**src/inc/scmc_defs.svh**
```systemverilog
// Constants of the system clock mode controller: offsets, fields, resets, timing.
// Assumes a 32-bit Avalon-MM slave with byte addresses and a 100 MHz clk.
`ifndef SCMC_DEFS_SVH
`define SCMC_DEFS_SVH

// ============================================================
// Register offsets (byte addresses)
`define SCMC_OFS_CTRL2       4'h0
`define SCMC_OFS_TBCTRL      4'h4
`define SCMC_OFS_CTRL1       4'h8
`define SCMC_OFS_STATUS      4'hc

// ============================================================
// Field positions of system_control_two
`define SCMC_BIT_HIGH_OSC    7
`define SCMC_BIT_LOW_OSC     6
`define SCMC_BIT_MAIN_SEL    5
`define SCMC_BIT_IDLE        4
`define SCMC_BIT_TG_HALT     2
// Field positions of time_base_control
`define SCMC_BIT_TB_EN       7
`define SCMC_BIT_DV7_SEL     4
`define SCMC_TB_SRC_MSB      2
// Field positions of control one
`define SCMC_BIT_STOP        7
`define SCMC_BIT_RET_SLOW    5

// ============================================================
// Reset values
`define SCMC_RST_CTRL2       8'h80
`define SCMC_RST_TBCTRL      8'h00

// ============================================================
// Timing and divider structure
`define SCMC_PRE_STAGES      2
`define SCMC_DIV_LO_STAGES   6
`define SCMC_DIV_HI_STAGES   15
`define SCMC_TB_BASE_STAGE   6
`define SCMC_STATES_PER_MC   4
`define SCMC_MAX_INSTR_MC    10
`define SCMC_WARMUP_CYCLES   16'd2048

`endif

```
**src/inc/scmc_pkg.sv**
```systemverilog
// Types of the system clock mode controller.
// Assumes scmc_defs.svh supplies the numeric constants.
package scmc_pkg;

    // ============================================================
    // Operating modes
    typedef enum logic [3:0] {
        SCMC_FAST_SINGLE_RUN,
        SCMC_FAST_SINGLE_IDLE,
        SCMC_DEEP_IDLE,
        SCMC_FAST_DUAL_RUN,
        SCMC_FAST_DUAL_IDLE,
        SCMC_SLOW_DUAL_RUN,
        SCMC_SLOW_LOW_ONLY,
        SCMC_SLEEP,
        SCMC_STOP,
        SCMC_WARMUP
    } scmc_mode_e;

endpackage

```
**src/scmc_divider.sv**
```systemverilog
// Chain of binary divider stages advanced by an input tick.
// Assumes tick_in is a one-cycle pulse on clk; clear wins over the tick.
`timescale 1ns/1ps
module scmc_divider
    import scmc_pkg::*;
#(
    parameter int STAGES = 6
) (
    input  wire logic              clk,
    input  wire logic              rst_b,
    input  wire logic              clear,
    input  wire logic              tick_in,
    output logic      [STAGES-1:0] stages,
    output logic                   tick_out
);

    typedef struct packed {
        logic [STAGES-1:0] cnt;
        logic              carry;
    } scmc_div_s;

    scmc_div_s st_q;
    scmc_div_s st_d;

    // ============================================================
    // Next state
    always_comb begin
        st_d       = st_q;
        st_d.carry = 1'b0;
        if (clear) begin
            st_d.cnt = '0;
        end else if (tick_in) begin
            st_d.cnt   = st_q.cnt + 1'b1;
            // Last stage falls: the next stage gets its clock
            st_d.carry = &st_q.cnt;
        end
    end

    always_ff @(posedge clk) begin
        if (!rst_b) begin
            st_q <= '0;
        end else begin
            st_q <= st_d;
        end
    end

    assign stages   = st_q.cnt;
    assign tick_out = st_q.carry;

endmodule

```
**src/scmc_top.sv**
```systemverilog
// System clock mode controller: prescaler, divider, machine cycles, mode control.
// Assumes crystal clocks arrive as slow pins sampled by clk, and the CPU
// side (interrupt enables, request, instruction length) runs on clk.
//
// Contract
// [RQ1] Timing generator: two-stage prescaler, twenty-one-stage divider, machine cycle counters.
// [RQ2] Prescaler and divider clear on reset and on STOP entry or exit.
// [RQ3] Stage seven clock picked from mode, main select and stage-seven select.
// [RQ4] Slow and sleep modes feed low clock to stage seven directly.
// [RQ5] Warm-up after STOP from fast run feeds stage six into seven.
// [RQ6] Software never sets stage-seven select in single-clock mode.
// [RQ7] Software sets stage-seven select only once low oscillator is stable.
// [RQ8] Machine cycle is four states S0 to S3, one main clock each.
// [RQ9] Instructions last one to ten machine cycles.
// [RQ10] Single-clock: only high oscillator, low pins are ports, cycle is four fc.
// [RQ11] Reset leaves the device in fast single-clock run.
// [RQ12] Idle field enters fast single idle; CPU stops, peripherals run.
// [RQ13] Any interrupt ends fast idle; serviced if master enable, else continue.
// [RQ14] Halt field stops all but time base; time-base source fall resumes.
// [RQ15] Deep idle returns to fast run always; interrupt needs three enables.
// [RQ16] Deep idle entered with time base enabled sets its latch on return.
// [RQ17] Dual-clock: both oscillators run; main clock fast or slow by mode.
// [RQ18] Slow and sleep machine cycle equals four low clock periods.
// [RQ19] Software turns low oscillator on early before dual-clock modes.
// [RQ20] Main select one goes to slow dual run; zero returns to fast dual.
// [RQ21] Clearing high oscillator enable in slow dual run enters low-only slow.
// [RQ22] Software keeps low oscillator enabled during slow dual run.
//
// The Avalon-MM slave port and the register offsets were chosen for this implementation.
`timescale 1ns/1ps
`include "scmc_defs.svh"
module scmc_top
    import scmc_pkg::*;
#(
    parameter logic [15:0] WARMUP_CYCLES = `SCMC_WARMUP_CYCLES
) (
    input  wire logic        clk,
    input  wire logic        rst_b,
    // Avalon-MM slave
    input  wire logic [3:0]  address,
    input  wire logic        read,
    input  wire logic        write,
    input  wire logic [31:0] writedata,
    output logic      [31:0] readdata,
    output logic             waitrequest,
    // Crystal clock pins
    input  wire logic        high_crystal_in,
    input  wire logic        low_crystal_in,
    input  wire logic        stop_release_pin,
    // CPU side
    input  wire logic        interrupt_master_enable,
    input  wire logic        time_base_int_enable,
    input  wire logic        irq_pending,
    input  wire logic [3:0]  instr_cycles,
    // Status outputs
    output logic             high_osc_run,
    output logic             low_osc_run,
    output logic             low_pins_as_port,
    output logic             cpu_clock_enable,
    output logic             periph_clock_enable,
    output logic [1:0]       machine_state,
    output logic             instr_done,
    output logic             wake_service,
    output logic             wake_continue,
    output logic             time_base_int_latch,
    output logic [20:0]      divider_stages
);

    typedef struct packed {
        logic [2:0]  hi_sync;
        logic [2:0]  lo_sync;
        logic [1:0]  rel_sync;
        scmc_mode_e  mode;
        scmc_mode_e  ret_mode;
        logic        high_osc_enable;
        logic        low_osc_enable;
        logic        main_clock_select;
        logic        idle_req;
        logic        timing_gen_halt;
        logic        time_base_enable;
        logic        stage_seven_clock_select;
        logic [2:0]  time_base_source_select;
        logic        stop_req;
        logic        ret_slow;
        logic        warm_fast;
        logic        tb_pend;
        logic        tb_prev;
        logic [15:0] warm_cnt;
        logic [1:0]  mstate;
        logic [3:0]  mcycle;
        logic        done;
        logic        wsvc;
        logic        wcont;
        logic        tb_latch;
        logic        ack;
        logic [31:0] rdata;
    } scmc_state_s;

    scmc_state_s st_q;
    scmc_state_s st_d;

    logic                            fc_tick;
    logic                            fs_tick;
    logic                            pre_clear;
    logic                            pre_in;
    logic                            pre_out;
    logic [`SCMC_PRE_STAGES-1:0]     pre_stages;
    logic [`SCMC_DIV_LO_STAGES-1:0]  lo_stages;
    logic                            lo_out;
    logic [`SCMC_DIV_HI_STAGES-1:0]  hi_stages;
    logic                            st7_in;
    logic                            slow_mode;
    logic                            main_tick;
    logic                            tb_src;
    logic                            access;
    logic                            wr_en;
    logic [4:0]                      tb_idx;

    // ============================================================
    // Clock pin edges, taken after the two-flop synchronisers
    assign fc_tick = st_q.hi_sync[1] & ~st_q.hi_sync[2];
    assign fs_tick = st_q.lo_sync[1] & ~st_q.lo_sync[2];

    assign slow_mode = (st_q.mode == SCMC_SLOW_DUAL_RUN) ||
                       (st_q.mode == SCMC_SLOW_LOW_ONLY) ||
                       (st_q.mode == SCMC_SLEEP);

    // ============================================================
    // Prescaler and divider chain
    // Cleared throughout STOP and warm-up entry edges [RQ2]
    assign pre_clear = (st_q.mode == SCMC_STOP) || (st_d.mode == SCMC_STOP) ||
                       (st_d.mode == SCMC_WARMUP && st_q.mode != SCMC_WARMUP);
    // Low stages stand still in slow modes
    assign pre_in    = fc_tick & ~slow_mode & high_osc_run;

    always_comb begin
        // Stage seven source [RQ3]
        if (slow_mode) begin
            st7_in = fs_tick; // [RQ4]
        end else if (st_q.mode == SCMC_WARMUP && st_q.warm_fast) begin
            st7_in = lo_out; // [RQ5]
        end else if (st_q.stage_seven_clock_select) begin
            st7_in = fs_tick;
        end else begin
            st7_in = lo_out;
        end
    end

    // Two-stage prescaler, then six plus fifteen divider stages [RQ1]
    scmc_divider #(.STAGES(`SCMC_PRE_STAGES)) u_prescaler (
        .clk      (clk),
        .rst_b    (rst_b),
        .clear    (pre_clear),
        .tick_in  (pre_in),
        .stages   (pre_stages),
        .tick_out (pre_out)
    );

    scmc_divider #(.STAGES(`SCMC_DIV_LO_STAGES)) u_div_low (
        .clk      (clk),
        .rst_b    (rst_b),
        .clear    (pre_clear),
        .tick_in  (pre_out),
        .stages   (lo_stages),
        .tick_out (lo_out)
    );

    scmc_divider #(.STAGES(`SCMC_DIV_HI_STAGES)) u_div_high (
        .clk      (clk),
        .rst_b    (rst_b),
        .clear    (pre_clear),
        .tick_in  (st7_in),
        .stages   (hi_stages),
        .tick_out ()
    );

    assign divider_stages = {hi_stages, lo_stages};

    // Time-base source: every second stage from the base upward
    assign tb_idx = 5'(`SCMC_TB_BASE_STAGE + 2 * st_q.time_base_source_select);
    assign tb_src = divider_stages[tb_idx];

    // Main clock: fc in fast modes, fs in slow ones [RQ10] [RQ17] [RQ18]
    assign main_tick = slow_mode ? fs_tick : fc_tick;

    // ============================================================
    // Register bus: one wait cycle, answer on the following edge
    assign access      = read | write;
    assign waitrequest = access & ~st_q.ack;
    assign wr_en       = write & st_q.ack;

    // ============================================================
    // Next state
    always_comb begin
        st_d          = st_q;
        st_d.hi_sync  = {st_q.hi_sync[1:0], high_crystal_in};
        st_d.lo_sync  = {st_q.lo_sync[1:0], low_crystal_in};
        st_d.rel_sync = {st_q.rel_sync[0], stop_release_pin};
        st_d.tb_prev  = tb_src;
        st_d.done     = 1'b0;
        st_d.wsvc     = 1'b0;
        st_d.wcont    = 1'b0;
        st_d.ack      = access & ~st_q.ack;

        if (access && !st_q.ack) begin
            case (address)
                `SCMC_OFS_CTRL2: st_d.rdata = {24'h0,
                    st_q.high_osc_enable, st_q.low_osc_enable, st_q.main_clock_select,
                    st_q.idle_req, 1'b0, st_q.timing_gen_halt, 2'h0};
                `SCMC_OFS_TBCTRL: st_d.rdata = {24'h0, st_q.time_base_enable, 2'h0,
                    st_q.stage_seven_clock_select, 1'b0, st_q.time_base_source_select};
                `SCMC_OFS_CTRL1: st_d.rdata = {24'h0, st_q.stop_req, 1'b0,
                    st_q.ret_slow, 5'h0};
                `SCMC_OFS_STATUS: st_d.rdata = {24'h0, st_q.tb_latch, 1'b0,
                    st_q.mstate, st_q.mode};
                default: st_d.rdata = 32'h0;
            endcase
        end

        if (wr_en) begin
            case (address)
                `SCMC_OFS_CTRL2: begin
                    st_d.high_osc_enable   = writedata[`SCMC_BIT_HIGH_OSC];
                    st_d.low_osc_enable    = writedata[`SCMC_BIT_LOW_OSC];
                    st_d.main_clock_select = writedata[`SCMC_BIT_MAIN_SEL];
                    st_d.idle_req          = writedata[`SCMC_BIT_IDLE];
                    st_d.timing_gen_halt   = writedata[`SCMC_BIT_TG_HALT];
                end
                `SCMC_OFS_TBCTRL: begin
                    st_d.time_base_enable         = writedata[`SCMC_BIT_TB_EN];
                    // Left to software: single-clock and stability limits [RQ6] [RQ7]
                    st_d.stage_seven_clock_select = writedata[`SCMC_BIT_DV7_SEL];
                    st_d.time_base_source_select  = writedata[`SCMC_TB_SRC_MSB:0];
                end
                `SCMC_OFS_CTRL1: begin
                    st_d.stop_req = writedata[`SCMC_BIT_STOP];
                    st_d.ret_slow = writedata[`SCMC_BIT_RET_SLOW];
                end
                `SCMC_OFS_STATUS: begin
                    // Write one clears the latch
                    if (writedata[7]) begin
                        st_d.tb_latch = 1'b0;
                    end
                end
                default: begin
                end
            endcase
        end

        // Machine cycle: four states per cycle, counted only while the CPU runs
        if (main_tick && cpu_clock_enable) begin
            st_d.mstate = st_q.mstate + 2'h1; // [RQ8]
            if (st_q.mstate == 2'(`SCMC_STATES_PER_MC - 1)) begin
                if (st_q.mcycle + 4'h1 >= instr_cycles ||
                    st_q.mcycle == 4'(`SCMC_MAX_INSTR_MC - 1)) begin
                    st_d.mcycle = 4'h0; // [RQ9]
                    st_d.done   = 1'b1;
                end else begin
                    st_d.mcycle = st_q.mcycle + 4'h1;
                end
            end
        end

        case (st_q.mode)
            SCMC_FAST_SINGLE_RUN: begin
                if (st_q.stop_req) begin
                    st_d.mode      = SCMC_STOP;
                    st_d.warm_fast = 1'b1;
                end else if (st_q.timing_gen_halt) begin
                    st_d.mode    = SCMC_DEEP_IDLE; // [RQ14]
                    st_d.tb_pend = st_q.time_base_enable; // [RQ16]
                end else if (st_q.idle_req) begin
                    st_d.mode = SCMC_FAST_SINGLE_IDLE; // [RQ12]
                end else if (st_q.low_osc_enable) begin
                    st_d.mode = SCMC_FAST_DUAL_RUN; // [RQ17]
                end
                st_d.ret_mode = SCMC_FAST_SINGLE_RUN;
            end
            SCMC_FAST_DUAL_RUN: begin
                if (st_q.stop_req) begin
                    st_d.mode      = SCMC_STOP;
                    st_d.warm_fast = 1'b1;
                end else if (st_q.idle_req) begin
                    st_d.mode = SCMC_FAST_DUAL_IDLE;
                end else if (st_q.main_clock_select) begin
                    st_d.mode = SCMC_SLOW_DUAL_RUN; // [RQ20]
                end else if (!st_q.low_osc_enable) begin
                    st_d.mode = SCMC_FAST_SINGLE_RUN;
                end
                st_d.ret_mode = SCMC_FAST_DUAL_RUN;
            end
            SCMC_SLOW_DUAL_RUN: begin
                // Low oscillator kept on by software here [RQ22]
                if (st_q.stop_req) begin
                    st_d.mode      = SCMC_STOP;
                    st_d.warm_fast = 1'b0;
                end else if (st_q.idle_req) begin
                    st_d.mode = SCMC_SLEEP;
                end else if (!st_q.main_clock_select) begin
                    st_d.mode = SCMC_FAST_DUAL_RUN; // [RQ20]
                end else if (!st_q.high_osc_enable) begin
                    st_d.mode = SCMC_SLOW_LOW_ONLY; // [RQ21]
                end
                st_d.ret_mode = SCMC_SLOW_DUAL_RUN;
            end
            SCMC_SLOW_LOW_ONLY: begin
                if (st_q.stop_req) begin
                    st_d.mode      = SCMC_STOP;
                    st_d.warm_fast = 1'b0;
                end else if (st_q.idle_req) begin
                    st_d.mode = SCMC_SLEEP;
                end else if (st_q.high_osc_enable) begin
                    st_d.mode = SCMC_SLOW_DUAL_RUN;
                end
                st_d.ret_mode = SCMC_SLOW_LOW_ONLY;
            end
            SCMC_FAST_SINGLE_IDLE, SCMC_FAST_DUAL_IDLE, SCMC_SLEEP: begin
                if (irq_pending) begin
                    st_d.mode     = st_q.ret_mode; // [RQ13]
                    st_d.idle_req = 1'b0;
                    st_d.wsvc     = interrupt_master_enable;
                    st_d.wcont    = ~interrupt_master_enable;
                end
            end
            SCMC_DEEP_IDLE: begin
                // Resume on the falling edge of the time-base source [RQ14]
                if (st_q.tb_prev && !tb_src) begin
                    st_d.mode            = SCMC_FAST_SINGLE_RUN; // [RQ15]
                    st_d.timing_gen_halt = 1'b0;
                    st_d.tb_latch        = st_d.tb_latch | st_q.tb_pend; // [RQ16]
                    st_d.wsvc            = interrupt_master_enable & time_base_int_enable &
                                           st_q.time_base_enable; // [RQ15]
                    st_d.wcont           = ~(interrupt_master_enable & time_base_int_enable &
                                             st_q.time_base_enable);
                    st_d.tb_pend         = 1'b0;
                end
            end
            SCMC_STOP: begin
                st_d.warm_cnt = WARMUP_CYCLES;
                if (st_q.rel_sync[1]) begin
                    st_d.mode     = SCMC_WARMUP;
                    st_d.stop_req = 1'b0;
                end
            end
            SCMC_WARMUP: begin
                if (st_q.warm_cnt <= 16'h1) begin
                    st_d.mode = st_q.ret_slow ? SCMC_SLOW_LOW_ONLY : st_q.ret_mode;
                    st_d.high_osc_enable = ~st_q.ret_slow | st_q.high_osc_enable;
                end else begin
                    st_d.warm_cnt = st_q.warm_cnt - 16'h1;
                end
            end
            default: begin
                st_d.mode = SCMC_FAST_SINGLE_RUN;
            end
        endcase
    end

    // ============================================================
    // State register
    always_ff @(posedge clk) begin
        if (!rst_b) begin
            st_q                          <= '0;
            st_q.mode                     <= SCMC_FAST_SINGLE_RUN; // [RQ11]
            st_q.ret_mode                 <= SCMC_FAST_SINGLE_RUN;
            st_q.high_osc_enable          <= 1'(`SCMC_RST_CTRL2 >> `SCMC_BIT_HIGH_OSC);
            st_q.time_base_enable         <= 1'b0;
        end else begin
            st_q <= st_d;
        end
    end

    // ============================================================
    // Outputs
    assign readdata            = st_q.rdata;
    assign machine_state       = st_q.mstate;
    assign instr_done          = st_q.done;
    assign wake_service        = st_q.wsvc;
    assign wake_continue       = st_q.wcont;
    assign time_base_int_latch = st_q.tb_latch;
    // Single-clock: low oscillator off, its pins free as ports [RQ10]
    assign low_osc_run         = (st_q.mode == SCMC_FAST_DUAL_RUN) ||
                                 (st_q.mode == SCMC_FAST_DUAL_IDLE) || slow_mode;
    assign low_pins_as_port    = ~low_osc_run;
    assign high_osc_run        = (st_q.mode != SCMC_STOP) &&
                                 (st_q.mode != SCMC_SLOW_LOW_ONLY) &&
                                 !(st_q.mode == SCMC_SLEEP && !st_q.high_osc_enable);
    assign cpu_clock_enable    = (st_q.mode == SCMC_FAST_SINGLE_RUN) ||
                                 (st_q.mode == SCMC_FAST_DUAL_RUN) ||
                                 (st_q.mode == SCMC_SLOW_DUAL_RUN) ||
                                 (st_q.mode == SCMC_SLOW_LOW_ONLY);
    assign periph_clock_enable = (st_q.mode != SCMC_DEEP_IDLE) &&
                                 (st_q.mode != SCMC_STOP) &&
                                 (st_q.mode != SCMC_WARMUP);

endmodule

```
**config.mk**
```make
export PLATFORM = sky130hd
export DESIGN_NAME = scmc_top
export DESIGN_NICKNAME = d
export VERILOG_FILES = /design/src/inc/scmc_pkg.sv /design/src/scmc_divider.sv /design/src/scmc_top.sv
export VERILOG_INCLUDE_DIRS = /design/src /design/src/inc
export SDC_FILE = /design/constraint.sdc
export NUM_CORES = 1
export LEC_CHECK = 0
export CAP_MARGIN = 20
export CORE_MARGIN = 3
export CORE_UTILIZATION = 55
export CTS_CLUSTER_DIAMETER = 100
export CTS_CLUSTER_SIZE = 16
export DETAILED_ROUTE_END_ITERATION = 10
export DONT_BUFFER_PORTS = 1
export GPL_ROUTABILITY_DRIVEN = 0
export PLACE_DENSITY = 0.7
export SKIP_LAST_GASP = 1
export SLEW_MARGIN = 20
export SYNTH_ARGS = -nofsm -noshare
export SYNTH_HDL_FRONTEND = slang
export SYNTH_SLANG_ARGS = --single-unit
```
**constraint.sdc**
```tcl
create_clock -name clk -period 3.1 [get_ports clk]
set_input_delay 0.465 -clock clk [delete_from_list [all_inputs] [get_ports clk]]
set_output_delay 0.465 -clock clk [all_outputs]
set_load 0.02 [all_outputs]
```
==> results.ini <==
[sta]
worstMarginPinSlew_ns=0.863
finalCritPeriodShare=0.835
tns_ns=0
finClkSkew_ns=0.0134
hold_viol=0
finalWorstSetupSlack_ns=0.512
fmax_ghz=0.386
final.min_clock_period_ns=2.59
drv_slew=0
final-setup-viol-count=0
rsz0062_at_grt=false
slew_headroom=0.420

[synthesis]
async_reset_ff_frac=0
syn_inst=591
synth.yosys.seq_area_share=0.370
syn_avg_cell_area_um2=8.24
ys_ff_latch=90
yosysWarningCount=0
synth_edf_count=0
yosys.cell_types.count=65
ys.flop_type=dfxtp_1
netlist_area_mm2=0.00487

[setup_path]
critPathCapture=wake_service
cp_max_fo=7
critPathSlowestCell=ha_1
timing.rr.start=st_q[64]
crit_arrival_ns=2.90
crit_path_max_incr_delay_ns=0.47
startpoint_type=flip-flop
critPathBufInv=1
worstSetupPathType=reg -> reg
r2r-end=wake_service
cp.depth=8
regToRegSetupSlack_ns=0.51
r2r_cells=8
crit_path_start=st_q[64]
endpoint_kind=flip-flop
crit_family=compound AO/OA/AOI/OAI gates
crit_path_frequent_cell=o21ai_0
worstPathRequired_ns=3.42
crit_chain=inv_1 -> ha_1 -> mux2_2 -> and4_1 -> o21ai_0 -> o2111ai_1 -> o21ai_0 -> and3_1

[detailed_routing]
drt_first_pass_iters=5
routed_wl_mm=10.5
drcViolationCount=0
drtAntennaViolNets=0
avgRoutedWirePerCell_um=15.4
vias=3992
viasPerCell=5.84
first_iter_violations=211

[clock_tree]
cts_root_buffer=clkbuf_8
clock_latency_ns=0.36
cts-resized-gates=0
cts_num_sinks=90
postCtsHoldBufs=0
tritoncts=done
postCtsSetupBuffers=0
clk_path_buf_depth=2
htreeDepth=3
clk_pin_slew_worst_paths_ns=0.09
numCtsBuffers=9

[floorplan]
die_h_um=100
fp.dieArea_mm2=0.0100
fp.dieW_um=100
ios=115
row_count=33
initial_core_util=0.578
core_area_mm2=0.00842

[place]
dp_worst_setup_slack_ns=0.586
port_buffers=0
dpl.hpwl_mm=7.60

[final_layout]
multiInputGateArea_mm2=0.00271
layout-drive-gt1-share=0.0709
finalNetCount=636
n_fill_cell=753
syn_to_final_growth_pct=2.60
diodes=0
regArea_mm2=0.00180
final_common_cell=nor2_1
layout_common_cells=nor2_1 (91), dfxtp_1 (90), nand2_1 (37)

[outcome]
status=completed

[min_path]
hp-class=in -> reg
min_from=rst_b

[pwr]
powerDensity_mw_per_mm2=420
total_power_mw=2.10
ir_worst_vdd_v=0.000265
p_leak_nw=1.90

[grt]
grt_max_degree=33
grt_pass1_wl_mm=17.6
gr-total-overflow=0
antenna_found_initial=0
grt_use_total=0.216
grt_pass1_vias=3684

[job]
max-cap-violations=0

-- final cells by class --
type,instances,area share
Sequential cell,90,0.361
Multi-Input combinational cell,441,0.543
Inverter,23,0.0173
Timing Repair Buffer,8,0.0120
Tap cell,105,0.0263
Clock buffer,10,0.0276
Clock inverter,6,0.0130
-- power breakdown --
group	switching (mW)	total [mW]	internal [mW]	leakage, nW
combinational	0.0789	0.109	0.0304	1.07
sequential	0.00955	1.18	1.17	0.727
clock	0.418	0.814	0.396	0.103
-- state kept, by name (all words and copies together), names as in the netlist, 2 cells and up --
| register | cells |
|---|---|
| st_d | 5 |
| u_prescaler.stages | 2 |
| st_q | 46 |
| u_div_low.stages | 6 |
| u_div_high.stages | 15 |
| machine_state | 2 |
| readdata | 8 |
-- cell families after synthesis --
family,share of synthesized area
AOI/OAI and AO/OA,0.148
xor gates and xnor gates,0.0684
adders and majority gates,0.0334
buffers and inverters,0.0905
DFF,0.370
muxes,0.0486
other,0.000770
and+or+nand+nor,0.240
-- worst min-delay path by stage --
| stage | end | slack [ns] | depth (start not counted) |
|---|---|---|---|
| 3_5_place_dp | st_d[89] | 0.42 | 1 |
| 2_1_floorplan | st_d[86] | 0.41 | 1 |
| 5_1_grt | st_q[73] | 0.17 | 1 |
| 4_1_cts | st_q[73] | 0.16 | 1 |
| 3_3_place_gp | st_d[89] | 0.42 | 1 |
| 6_report | st_q[73] | 0.18 | 1 |
-- worst register-to-register path, delay by kind of cell (launching register included) --
family | cells | cell delay [ns]
AOI/OAI and AO/OA | 3 | 0.71
adders and majority gates | 1 | 0.47
buffers and inverters | 1 | 0.14
DFF | 1 | 0.46
muxes | 1 | 0.39
and+or+nand+nor | 2 | 0.37
-- metal layers --
| metal | routed length, um | vias up | track usage | share of wire |
|---|---|---|---|---|
| met1 | 4690 | 1896 | 0.281 | 0.45 |
| met2 | 4880 | 120 | 0.346 | 0.46 |
| met5 | 0 | - | 0 | 0 |
| li1 | - | 1960 | - | - |
| met3 | 714 | 16 | 0.0507 | 0.068 |
| met4 | 203 | 0 | 0.0870 | 0.019 |
-- stage by stage --
stage                     std cells  cell area [um^2]   util  hold slack (ns)
after floorplan                 614              4950      -            0.412
after global placement          667              4790  0.569            0.422
after detailed placement        667              4790  0.569            0.420
after CTS                       683              4990  0.593            0.161
after global routing            683              4990  0.593            0.165
final                           683              4990  0.593            0.179
-- synth_stat cells, types with 3 or more instances --
master | n | share of area
a211o_1 | 3 | 0.0054
a21oi_1 | 31 | 0.032
a22oi_1 | 4 | 0.0062
a31oi_1 | 9 | 0.012
a32oi_1 | 3 | 0.0054
and2_1 | 10 | 0.013
and3_1 | 3 | 0.0039
and4_1 | 4 | 0.0072
buf_4 | 34 | 0.052
clkbuf_1 | 24 | 0.019
dfxtp_1 | 90 | 0.37
ha_1 | 13 | 0.033
inv_1 | 23 | 0.018
mux2_2 | 3 | 0.0069
mux2i_1 | 18 | 0.037
nand2_1 | 37 | 0.029
nand2b_1 | 9 | 0.012
nand3_1 | 19 | 0.020
nand3b_1 | 3 | 0.0046
nand4_1 | 7 | 0.0090
nor2_1 | 91 | 0.070
nor2b_1 | 8 | 0.010
nor3_1 | 9 | 0.0093
nor4_1 | 3 | 0.0039
nor4b_1 | 3 | 0.0054
o211ai_1 | 6 | 0.0093
o21ai_0 | 31 | 0.032
o21bai_1 | 3 | 0.0046
or3_1 | 8 | 0.010
or4_4 | 3 | 0.0069
xnor2_1 | 21 | 0.038
xor2_1 | 17 | 0.031
No activity file was read; power rests on OpenSTA's default activity.
